`config.mk`:
```
export PLATFORM = sky130hd
export DESIGN_NAME = overtemp_threshold_compare
export DESIGN_NICKNAME = d
export VERILOG_FILES = /design/src/otp_pkg.sv /design/src/cmp_if.sv /design/src/otp_compare.sv /design/src/overtemp_threshold_compare.sv
export SDC_FILE = /design/constraint.sdc
export NUM_CORES = 1
export LEC_CHECK = 0
export BUFFER_PORTS_ARGS = -buffer_cell sky130_fd_sc_hd__buf_2
export CAP_MARGIN = 20
export CORE_MARGIN = 1.5
export CORE_UTILIZATION = 49
export DETAILED_ROUTE_END_ITERATION = 10
export HOLD_SLACK_MARGIN = 0.05
export PLACE_DENSITY_LB_ADDON = 0.15
export SLEW_MARGIN = 20
export SYNTH_ARGS = -nofsm -noshare
export SYNTH_HDL_FRONTEND = slang
export SYNTH_SLANG_ARGS = --single-unit
```
`constraint.sdc`:
```
create_clock -name pclk -period 5.6 [get_ports pclk]
set_input_delay 0.28 -clock pclk [delete_from_list [all_inputs] [get_ports pclk]]
set_output_delay 0.28 -clock pclk [all_outputs]
set_load 0.02 [all_outputs]
```
`src/otp_pkg.sv`:
```
// Constants shared by the over-temperature comparator and its register bank.
// Assumes a 9-bit temperature-sense reading with the same code step as the limit.
package otp_pkg;

  // Data widths
  localparam int unsigned LIM_W  = 8;
  localparam int unsigned ADC_W  = 9;
  localparam int unsigned SUM_W  = 10;
  localparam int unsigned EVT_W  = 2;
  localparam int unsigned DATA_W = 32;

  // Register indices; byte address is four times the index
  localparam logic [7:0] IDX_READING = 8'h1A;
  localparam logic [7:0] IDX_LIMIT   = 8'h2F;
  localparam logic [7:0] IDX_STATUS  = 8'h40;
  localparam logic [7:0] IDX_CLEAR   = 8'h41;
  localparam logic [7:0] IDX_ENABLE  = 8'h42;
  localparam logic [7:0] IDX_FLAG    = 8'h43;

  // Address slicing: word index sits above the two byte bits
  localparam int unsigned IDX_LSB  = 2;
  localparam int unsigned IDX_MSB  = 9;
  localparam int unsigned ADDR_W   = 12;

  // Event bits in status, clear and enable registers
  localparam int unsigned EVT_SET = 0;
  localparam int unsigned EVT_CLR = 1;

  // Analog scale: one code is 3.04 mV, reading spans 0 V to 1.55 V
  localparam int unsigned STEP_UV  = 3040;
  localparam int unsigned RANGE_UV = 1550000;
  localparam int unsigned HYST_UV  = 16000;
  // Hysteresis in whole codes, rounded to nearest (16 mV -> 5 codes)
  localparam logic [SUM_W-1:0] HYST_CODES = SUM_W'((HYST_UV + STEP_UV / 2) / STEP_UV);
  // Codes needed to cover the whole sense range at one step per code
  localparam int unsigned RANGE_CODES = (RANGE_UV + STEP_UV - 1) / STEP_UV;

  // Reset values
  localparam logic [LIM_W-1:0] LIMIT_RST   = 8'h00;
  localparam logic [ADC_W-1:0] READING_RST = 9'h1FF;

  // Flag state machine, one-hot
  typedef enum logic [1:0] {
    FLAG_COOL = 2'b01,
    FLAG_HOT  = 2'b10
  } flag_state_e;

endpackage

```
`src/cmp_if.sv`:
```
// Carrier between the register bank and the hysteresis comparator.
// Assumes both ends run on the same clock.
`timescale 1ns/10ps
interface cmp_if;
  logic [otp_pkg::ADC_W-1:0] reading;
  logic [otp_pkg::LIM_W-1:0] limit;
  logic                      hot;
  logic                      rise;
  logic                      fall;

  modport ctrl (output reading, output limit, input hot, input rise, input fall);
  modport cmp  (input reading, input limit, output hot, output rise, output fall);
endinterface

```
`src/otp_compare.sv`:
```
// Hysteresis comparator for the over-temperature flag.
// Assumes reading and limit share one code step and are stable registers.
`timescale 1ns/10ps
module otp_compare (
  input  wire logic pclk,
  input  wire logic presetn,
  cmp_if.cmp        c
);

  typedef struct packed {
    otp_pkg::flag_state_e st;
    logic                 rise;
    logic                 fall;
  } cmp_s;

  cmp_s                        q;
  cmp_s                        d;
  logic [otp_pkg::SUM_W-1:0]   release_lvl;
  logic [otp_pkg::SUM_W-1:0]   reading_w;
  logic [otp_pkg::SUM_W-1:0]   limit_w;

  // Widen both sides so limit plus hysteresis never wraps
  assign reading_w   = otp_pkg::SUM_W'(c.reading);
  assign limit_w     = otp_pkg::SUM_W'(c.limit);
  assign release_lvl = limit_w + otp_pkg::HYST_CODES;

  // Next state; evaluated every cycle on the latest reading
  always_comb begin
    d      = q;
    d.rise = 1'b0;
    d.fall = 1'b0;
    case (q.st)
      otp_pkg::FLAG_COOL: begin
        // Low reading means hot thermistor
        if (reading_w < limit_w) begin
          d.st   = otp_pkg::FLAG_HOT;
          d.rise = 1'b1;
        end
      end
      otp_pkg::FLAG_HOT: begin
        // Needs the full band to clear, so noise cannot chatter the flag
        if (reading_w >= release_lvl) begin
          d.st   = otp_pkg::FLAG_COOL;
          d.fall = 1'b1;
        end
      end
      default: d.st = otp_pkg::FLAG_COOL;
    endcase
  end

  // State register
  always_ff @(posedge pclk or negedge presetn) begin
    if (!presetn) begin
      q <= '{st: otp_pkg::FLAG_COOL, rise: 1'b0, fall: 1'b0};
    end else begin
      q <= d;
    end
  end

  assign c.hot  = (q.st == otp_pkg::FLAG_HOT);
  assign c.rise = q.rise;
  assign c.fall = q.fall;

endmodule

```
`src/overtemp_threshold_compare.sv`:
```
// Over-temperature threshold comparator with its APB register bank.
// Assumes the temperature-sense reading arrives on pclk with a valid strobe,
// one code per 3.04 mV, and an APB3 master on the same clock.
//
// Implementation choice: the APB interface to the registers.
`timescale 1ns/10ps

module overtemp_threshold_compare #(
  parameter logic [otp_pkg::LIM_W-1:0] LIMIT_RESET = otp_pkg::LIMIT_RST
) (
  input  wire  logic                        pclk,
  input  wire  logic                        presetn,
  input  wire  logic                        psel,
  input  wire  logic                        penable,
  input  wire  logic                        pwrite,
  input  wire  logic [otp_pkg::ADDR_W-1:0]  paddr,
  input  wire  logic [otp_pkg::DATA_W-1:0]  pwdata,
  output logic       [otp_pkg::DATA_W-1:0]  prdata,
  output logic                              pready,
  output logic                              pslverr,
  input  wire  logic                        temp_sense_adc_valid,
  input  wire  logic [otp_pkg::ADC_W-1:0]   temp_sense_adc_data,
  output logic                              overtemp_flag,
  output logic                              irq
);

  // Index slice width, taken from the shared address layout
  localparam int unsigned IDX_W = otp_pkg::IDX_MSB - otp_pkg::IDX_LSB + 1;

  // Whole module state in one record
  // One comb fills d, one flop block holds q
  typedef struct packed {
    logic [otp_pkg::LIM_W-1:0]  limit;   // Threshold code
    logic [otp_pkg::ADC_W-1:0]  reading; // Latest sense code
    logic [otp_pkg::EVT_W-1:0]  sts;     // Sticky flag edges
    logic [otp_pkg::EVT_W-1:0]  en;      // Interrupt enables
    logic [otp_pkg::DATA_W-1:0] rdata;   // Read word from setup
    logic                       err;     // Refusal from setup
  } regs_s;

  // Power-up contents: cold reading, no events, nothing enabled
  localparam regs_s REGS_RST = '{
    limit:   LIMIT_RESET,
    reading: otp_pkg::READING_RST,
    sts:     '0,
    en:      '0,
    rdata:   '0,
    err:     1'b0
  };

  regs_s                       q;
  regs_s                       d;
  logic [IDX_W-1:0]            idx;
  logic                        aligned;
  logic                        setup_ph;
  logic                        access_ph;
  logic                        wr_acc;
  logic                        wr_limit;
  logic                        wr_enable;
  logic                        wr_clear;
  logic                        mapped;
  logic                        read_only;
  logic [otp_pkg::EVT_W-1:0]   evt;
  logic [otp_pkg::EVT_W-1:0]   clr;
  logic [otp_pkg::EVT_W-1:0]   sts_nxt;
  logic [otp_pkg::DATA_W-1:0]  rd_word;
  logic                        rd_err;

  // Register map by word index; byte address is four times the index
  //   reading  read only   latest temperature-sense code
  //   limit    read/write  threshold code, one step per reading code
  //   status   read only   bit 0 flag set, bit 1 flag cleared
  //   clear    write only  one drops a status bit, reads as zero
  //   enable   read/write  interrupt enables, status layout
  //   flag     read only   bit 0 live over-temperature flag
  // Every other word is unmapped and refused with pslverr.
  // Out-of-span limit codes are stored as written; range is software's job.

  // Carrier to the comparator; one clock, so no crossing
  cmp_if cif ();

  // Comparator sees registered limit and reading only,
  // so a bus write never meets a half-updated compare
  assign cif.limit   = q.limit;
  assign cif.reading = q.reading;

  // Flag and hysteresis live here; its state flop drives the flag directly
  otp_compare u_cmp (
    .pclk    (pclk),
    .presetn (presetn),
    .c       (cif)
  );

  // Address decode; upper and byte bits must be zero to hit a register
  // An alias above the index bits would otherwise hit a real register
  assign idx       = paddr[otp_pkg::IDX_MSB:otp_pkg::IDX_LSB];
  assign aligned   = (paddr[otp_pkg::IDX_LSB-1:0] == '0)
                   && (paddr[otp_pkg::ADDR_W-1:otp_pkg::IDX_MSB+1] == '0);

  // Phase strobes; nothing happens while psel is low
  assign setup_ph  = psel && !penable;
  assign access_ph = psel && penable;
  assign wr_acc    = access_ph && pwrite && aligned;

  // One strobe per writable word, all on the access edge
  // Writes to read-only words decode to no strobe and change nothing
  assign wr_limit  = wr_acc && (idx == otp_pkg::IDX_LIMIT);
  assign wr_enable = wr_acc && (idx == otp_pkg::IDX_ENABLE);
  assign wr_clear  = wr_acc && (idx == otp_pkg::IDX_CLEAR);

  // Which indices exist and which refuse writes;
  // clear reads as zero with no error, so software may poll it harmlessly
  always_comb begin
    mapped    = 1'b0;
    read_only = 1'b0;
    if (aligned) begin
      case (idx)
        // Writable words
        otp_pkg::IDX_LIMIT,
        otp_pkg::IDX_CLEAR,
        otp_pkg::IDX_ENABLE: mapped = 1'b1;
        // Read-only words
        otp_pkg::IDX_READING,
        otp_pkg::IDX_STATUS,
        otp_pkg::IDX_FLAG: begin
          mapped    = 1'b1;
          read_only = 1'b1;
        end
        default: mapped = 1'b0;
      endcase
    end
  end

  // Flag edges become sticky events
  // Comparator pulses last one cycle, so each edge sets at most once
  assign evt[otp_pkg::EVT_SET] = cif.rise;
  assign evt[otp_pkg::EVT_CLR] = cif.fall;

  // Write-one-to-clear, only on the access edge
  // Bits of the clear word above the event bits are ignored
  assign clr = wr_clear ? pwdata[otp_pkg::EVT_W-1:0] : '0;

  // One sticky bit per event; set wins over a clear in the same cycle,
  // so an edge that lands on a clear write is never lost
  for (genvar i = 0; i < otp_pkg::EVT_W; i++) begin : g_sts
    assign sts_nxt[i] = evt[i] || (q.sts[i] && !clr[i]);
  end

  // Read word and refusal worked out for the setup edge;
  // a refused read returns zero, never a neighbouring word
  always_comb begin
    rd_word = '0;
    rd_err  = !mapped || (pwrite && read_only);
    if (mapped && !pwrite) begin
      case (idx)
        otp_pkg::IDX_READING: rd_word = otp_pkg::DATA_W'(q.reading);
        otp_pkg::IDX_LIMIT:   rd_word = otp_pkg::DATA_W'(q.limit);
        otp_pkg::IDX_STATUS:  rd_word = otp_pkg::DATA_W'(q.sts);
        otp_pkg::IDX_ENABLE:  rd_word = otp_pkg::DATA_W'(q.en);
        otp_pkg::IDX_FLAG:    rd_word = otp_pkg::DATA_W'(cif.hot);
        default:              rd_word = '0;
      endcase
    end
  end

  // Next value of every register
  // Starts from q so an untouched field simply holds
  always_comb begin
    d = q;

    // Every valid overwrites; no filtering, hysteresis alone absorbs noise
    if (temp_sense_adc_valid) begin
      d.reading = temp_sense_adc_data;
    end

    // Events and clears, already merged per bit
    d.sts = sts_nxt;

    // Captured at setup so prdata comes from a flop and stands through access
    if (setup_ph) begin
      d.rdata = rd_word;
      d.err   = rd_err;
    end

    // Limit code is in 3.04 mV steps, same as the reading
    if (wr_limit) begin
      d.limit = pwdata[otp_pkg::LIM_W-1:0];
    end
    if (wr_enable) begin
      d.en = pwdata[otp_pkg::EVT_W-1:0];
    end
  end

  // Register the whole state; reset loads constants only,
  // so its release cannot race a data path
  always_ff @(posedge pclk or negedge presetn) begin
    if (!presetn) begin
      q <= REGS_RST;
    end else begin
      q <= d;
    end
  end

  // Zero-wait slave; data and error were settled during setup
  // pready is tied high, so the master never waits
  assign pready  = 1'b1;
  assign prdata  = q.rdata;
  assign pslverr = access_ph && q.err;

  // Level interrupt while any enabled event is pending;
  // dropping the event or its enable releases it on the next edge
  assign irq           = |(q.sts & q.en);
  assign overtemp_flag = cif.hot;

endmodule

```
==> metrics, run 1 <==
Compound-Gate Fraction of Synth Area=between 10% and 20%; flops & latches, synth=35; RSZ-0062 raised after global routing=no; crit path max fanout=5; skew final=approximately 0.0044 ns; cell total after placement=319; worst skew pair latency=0.28 ns; top_reg_cell synth=dfrtp_1; H-tree depth=2; highest-count cells in the layout ignoring fill and taps=buf_2 (46), o21ai_0 (25), dfrtp_1 (25); Chip Height=71.5 um; Ys Warns=0; Async S/R FF share, synth=100%; post-synthesis mux area share=5.77%; Synth cell types=47; TritonCTS buffer count=5; cts repair resizes=0; CP Launch Type=register; share of cells above drive strength 1=28.4%; largest family of logic cells by synthesized area=compound AO/OA/AOI/OAI gates; EDFF count, synth=0; commonest non-fill, non-tap cell in the layout=buf_2; dpl hpwl=approximately 3300 um; Fin. Hold Viols=0; drt initial violations=80; CTS max path bufs=2; antenna violations before repair=0; Relative slew margins=between 30% and 40%; Crit path largest cell delay=about 0.43 ns; Setup Buffers After CTS=0; CP Class=register to register; CTS Hold Bufs=0; Num Clock Sinks=35; gr usage total=between 10% and 20%; grt total ovfl=0; Core ar.=about 4400 um^2; nets=approximately 350; Post-Synth Simple-Gate Area=~14%; Routed WL=4240 um; Final min period=2.44 ns; Pwr Density=about 240 nW/um^2; Synth-to-Final Area Change=8.87%; IO Port Bufs=46; CP max stage cell=dfrtp_1; drc violations=8; Routed Antenna Nets=0; final setup vio count=0; gpl congestion=0.757; Post-Syn Instances=around 240; Initial Utilization=about half; crit path capture type=register; pin count of the biggest net entering global routing=36; syn avg cell area=just under 10 um^2; Die Width=71.5 um; Slew Viols, Final=0; Synth Area in Adders=around a tenth; Worst Hold Class=input port to async pin; via count=1668; vias in the first global route=1557; outcome=finished with violations; first-pass GRT wire length=about 7300 um; Ports=95; CP most frequent cell=ha_1; XOR/XNOR Fraction of Synth Area=under 10%; setup TNS=0 ns; DR WL/cell=13.0 um; CTS tree=built; Vias/cell=just over 5; die area=between 5000 and 6000 um^2; P_leak=roughly 1.2 nW; Slew @ Worst Pin=~0.9 ns; VDD IR max=0.210 mV; FP Rows=24; Max Clock Freq=between 400 and 500 MHz; Critical Path AT=~2.6 ns; failing checks=DRC; post-synthesis sequential area ratio=approximately two fifths; Finished Layout Cells=roughly 330; Mapped Area=2300 um^2; Tcrit/Tclk final=a little over two fifths; drt pass-1 iters=7; Critical Path, Cell by Cell=ha_1 -> o2111ai_1 -> or3_1 -> ha_1 -> or4_1 -> a221oi_1 -> a21oi_1 -> and2_1; clk slew on worst S/H paths=around 0.07 ns; required time of the worst setup path=5.78 ns; maxcap violations=0; clk root buf=clkbuf_8; antenna cell count=0
final timing paths:
kind | startpoint | to | slack, ns | cells past startpoint
min reg2reg | u_cmp.c.rise | q[35] | 0.42 | 1
max in group asynchronous | presetn | cif.limit[3] | 5.04 | 1
min | presetn | cif.limit[0] | 0.07 | 1
max reg2reg | cif.limit[0] | u_cmp.c.fall | 3.16 | 8
min in group pclk | pwdata[7] | cif.limit[7] | 0.20 | 3
max | cif.limit[0] | u_cmp.c.fall | 3.16 | 8
per-stage QoR:
| stage | setup WS (ns) | area, um^2 | utilization [%] | hold slack (ns) | power (mW) |
|---|---|---|---|---|---|
| finish | 3.16 | 2500 | 56.3 | 0.0735 | 0.591 |
| global route | 3.00 | 2500 | 56.3 | 0.117 | 0.626 |
| CTS | 3.13 | 2500 | 56.3 | 0.0936 | 0.599 |
| detailed placement | 3.15 | 2400 | 54.1 | 0.405 | 0.397 |
| global placement | 3.16 | 2400 | 54.1 | 0.397 | 0.394 |
| floorplan | 3.40 | 2380 | - | -0.0156 | 0.372 |
worst max-delay path: cells and delay by family (launching register included):
kind,cells,cell delay (ns)
flip-flops,1,0.43
AO/OA/AOI/OAI,3,0.54
AND/OR/NAND/NOR,3,0.92
adder cells (fa/ha/maj),2,0.44
state kept, by name, indices dropped and copies added (netlist names):
| register | count |
|---|---|
| cif.reading | 9 |
| prdata | 9 |
| u_cmp.c.rise | 1 |
| q | 5 |
| u_cmp.q | 2 |
| cif.limit | 8 |
| u_cmp.c.fall | 1 |
cell families after synthesis:
group	count (synthesis)
XOR/XNOR	6
buffers and inverters	52
multiplexers	12
other	2
adder cells (fa/ha/maj)	18
AO/OA/AOI/OAI	54
AND/OR/NAND/NOR	58
flip-flops	35
cells in the mapped netlist, types with 3 or more instances:
library cell	n	area share (%)
nand2b_1	4	1.1
nor3_1	3	0.65
dfrtp_1	25	27
ha_1	18	9.8
buf_4	34	11
o21ai_0	25	5.4
nor4_1	3	0.82
nor2_1	6	0.98
inv_1	13	2.1
dfstp_2	10	11
clkbuf_1	3	0.49
xnor2_1	5	1.9
nand2_1	24	3.9
a22o_1	3	1.1
mux2_2	8	3.9
a21oi_1	9	2.0
a22oi_1	7	2.3
where the power goes:
group	internal [mW]	leakage [nW]	switching (mW)
registers	0.280	0.396	0.0160
clock network	0.112	0.0515	0.0877
logic	0.0388	0.775	0.0563
routing by layer:
layer	track usage, %	part of all wire (%)
met1	26.4	50
met4	6.92	1.4
met2	26.8	44
met3	4.50	5.2
met5	0	0
final cells by class:
class,instances,area [um^2]
Multi-Input combinational cell,172,1160
Tap cell,52,65.1
Fill cell,435,1940
Clock buffer,8,100
Timing Repair Buffer,47,238
Sequential cell,35,888
Inverter,13,48.8
Power figures use the tool's default switching activity.
==> run 2, diff against run 1 <==
Settings changed: ABC_AREA set to 1.
Clock period 5.6 ns to 2.6 ns, I/O delays scaled along.
==> metrics, run 2 <==
drc violations=0; final core utilization=between 50% and 60%; Chip Height=74.1 um; Routed Antenna Nets=0; Die Width=between 70 and 80 um; Slew Viols, Final=0; Min-Delay Endpoint=cif.reading[6]; antenna violations before repair=0; required time of the worst setup path=about 2.8 ns; gpl congestion=a little over 0.8; Critical Path AT=between 2 and 3 ns; Hold Crit Depth=2; final setup vio count=0; IO Port Bufs=between 40 and 50; Slew @ Worst Pin=0.763 ns; Synth cell types=31; Fin. Hold Viols=0; dpl hpwl=3730 um; Max Clock Freq=between 400 and 500 MHz; EDFF count, synth=0; syn avg cell area=7.74 um^2; gr usage total=19.6%; Pwr Density=472 nW/um^2; Post-Syn Instances=320; Core ar.=~4800 um^2; top cells by area, synth=dfrtp_1 (25%), nand2_1 (11%), dfstp_2 (11%), buf_4 (10%), ha_1 (9.1%); clk slew on worst S/H paths=~0.070 ns; commonest non-fill, non-tap cell in the layout=nand2_1; P_leak=1.48 nW; via count=around 2000; final worst slack=approximately 0.24 ns; DR WL/cell=10.9 um; Synth-to-Final Area Change=10.5%; first-pass GRT wire length=about 8200 um; pin count of the biggest net entering global routing=36; clk root buf=clkbuf_8; top_reg_cell synth=dfrtp_1; antenna cell count=0; Ports=95; FP Rows=25; vias in the first global route=between 1500 and 2000; min-delay src=temp_sense_adc_data[6]; Vias/cell=between 4 and 5; Yosys top cell area share=between 20% and 30%; post-synth top area cell=dfrtp_1; worst skew pair latency=between 0.2 and 0.3 ns; CTS tree=built; CP Launch Type=register; Reg area=a little under 900 um^2; CP Class=register to register; drt pass-1 iters=4; Ys Warns=0; die area=~5500 um^2; nets=about 440; highest-count cells in the layout ignoring fill and taps=nand2_1 (72), buf_2 (46), nor2_1 (37); Routed WL=between 4000 and 5000 um; crit path capture type=register; RSZ-0062 raised after global routing=no; H-tree depth=2; Final min period=~2.4 ns; dpl ws=0.195 ns; Async S/R FF share, synth=100%; Initial Utilization=51.7%; VDD IR max=just under 0.4 mV; FF-to-FF Start=cif.limit[0]; crit path max fanout=5; flops & latches, synth=35; synth cell count leaders=nand2_1 (72), nor2_1 (37), buf_4 (33), inv_1 (33), dfrtp_1 (25); CTS max path bufs=2; outcome=complete, no violations; # fillers=481; skew final=0.00406 ns; Worst Hold Class=input port to register; Tcrit/Tclk final=between 90% and 100%; Relative slew margins=approximately 50%; setup TNS=0 ns; Mapped Area=2480 um^2; Tot Pwr=approximately 1.3 mW; post-synthesis sequential area ratio=approximately 36%; maxcap violations=0; flop2flop setup slack=approximately 0.24 ns; Num Clock Sinks=35; top-count cell post-synth=nand2_1; TritonCTS buffer count=5; drt initial violations=94; cell depth of the worst flop-to-flop path=12; grt total ovfl=0; share of cells above drive strength 1=about 22%; Setup Buffers After CTS=0; reg2reg end=u_cmp.q[3]; multi-input combinational cell area=approximately 1300 um^2
## run 2: cell count changes in the layout (fill, tap and decap cells not counted), moves of 7 or more
cell     previous run  this run
a22oi_1             7         0
nand3_1             1        15
nor2_1              6        37
o21ai_0            25        15
nand2_1            24        72
inv_1              13        33
## run 2: layout make-up
cell class / count / share of cell area (%)
sequential: 35 / 32.5
tap: 67 / 3.06
timing repair buffer: 48 / 9.14
inverter: 36 / 4.94
clock inverter: 1 / 0.274
multi-input combinational: 235 / 46.6
clock buffer: 7 / 3.52
## run 2: worst max-delay path by stage
| stage | from | end | depth (start not counted) |
|---|---|---|---|
| after floorplan | cif.limit[0] | u_cmp.q[2] | 12 |
| after global placement | cif.limit[0] | u_cmp.q[2] | 12 |
| after detailed placement | cif.limit[0] | u_cmp.q[2] | 12 |
| after CTS | cif.limit[0] | u_cmp.q[2] | 12 |
| after global routing | cif.limit[0] | u_cmp.q[2] | 13 |
| final | cif.limit[0] | u_cmp.q[3] | 12 |
## run 2: metrics by stage
| stage | std cells | hold slack [ns] | cell area (um^2) |
|---|---|---|---|
| 6_report | 429 | 0.0677 | 2740 |
| 5_1_grt | 429 | 0.0588 | 2740 |
| 4_1_cts | 429 | 0.0580 | 2740 |
| 3_5_place_dp | 419 | 0.244 | 2610 |
| 3_3_place_gp | 419 | 0.241 | 2610 |
| 2_1_floorplan | 342 | -0.166 | 2560 |
## run 2: kinds of logic after synthesis
family / Yosys count / synth area share [%]
buf+inv: 72 / 16.0
other cells: 2 / 0.303
compound gates: 42 / 9.75
simple gates: 139 / 24.2
flops: 35 / 35.9
mux: 6 / 2.73
fa+ha+maj: 18 / 9.10
xor+xnor: 6 / 2.12
## run 2: timing repair
action / CTS / global route
hold endpoints to repair: 26 / 0
endpoints found under the setup margin: 0 / 2
hold buffers: 2 / 0
resized for setup: 0 / 1
## run 2: metal layers
| layer | track usage [%] | wire length (um) | up-vias |
|---|---|---|---|
| li1 | - | - | 1052 |
| met2 | 29.7 | 2020 | 61 |
| met1 | 27.7 | 2310 | 877 |
| met5 | 0 | 0 | - |
| met3 | 4.07 | 258 | 5 |
| met4 | 7.00 | 70 | 0 |
## run 2: worst max-delay path: stages, from the launching register on
cell	delay (ns)
dfrtp_1	0.44
ha_1	0.25
o21ai_0	0.27
nor2_1	0.10
nand2_1	0.08
xor2_1	0.15
inv_1	0.06
ha_1	0.26
nand3_1	0.08
nor3_1	0.16
o21ai_0	0.15
nand4_1	0.11
o21ai_0	0.11
## run 2: power breakdown
part / total [mW] / internal [mW] / switching (mW) / leakage [nW]
clock: 0.440 / 0.241 / 0.199 / 0.0505
sequential: 0.633 / 0.603 / 0.0300 / 0.406
combinational: 0.220 / 0.0778 / 0.142 / 1.03
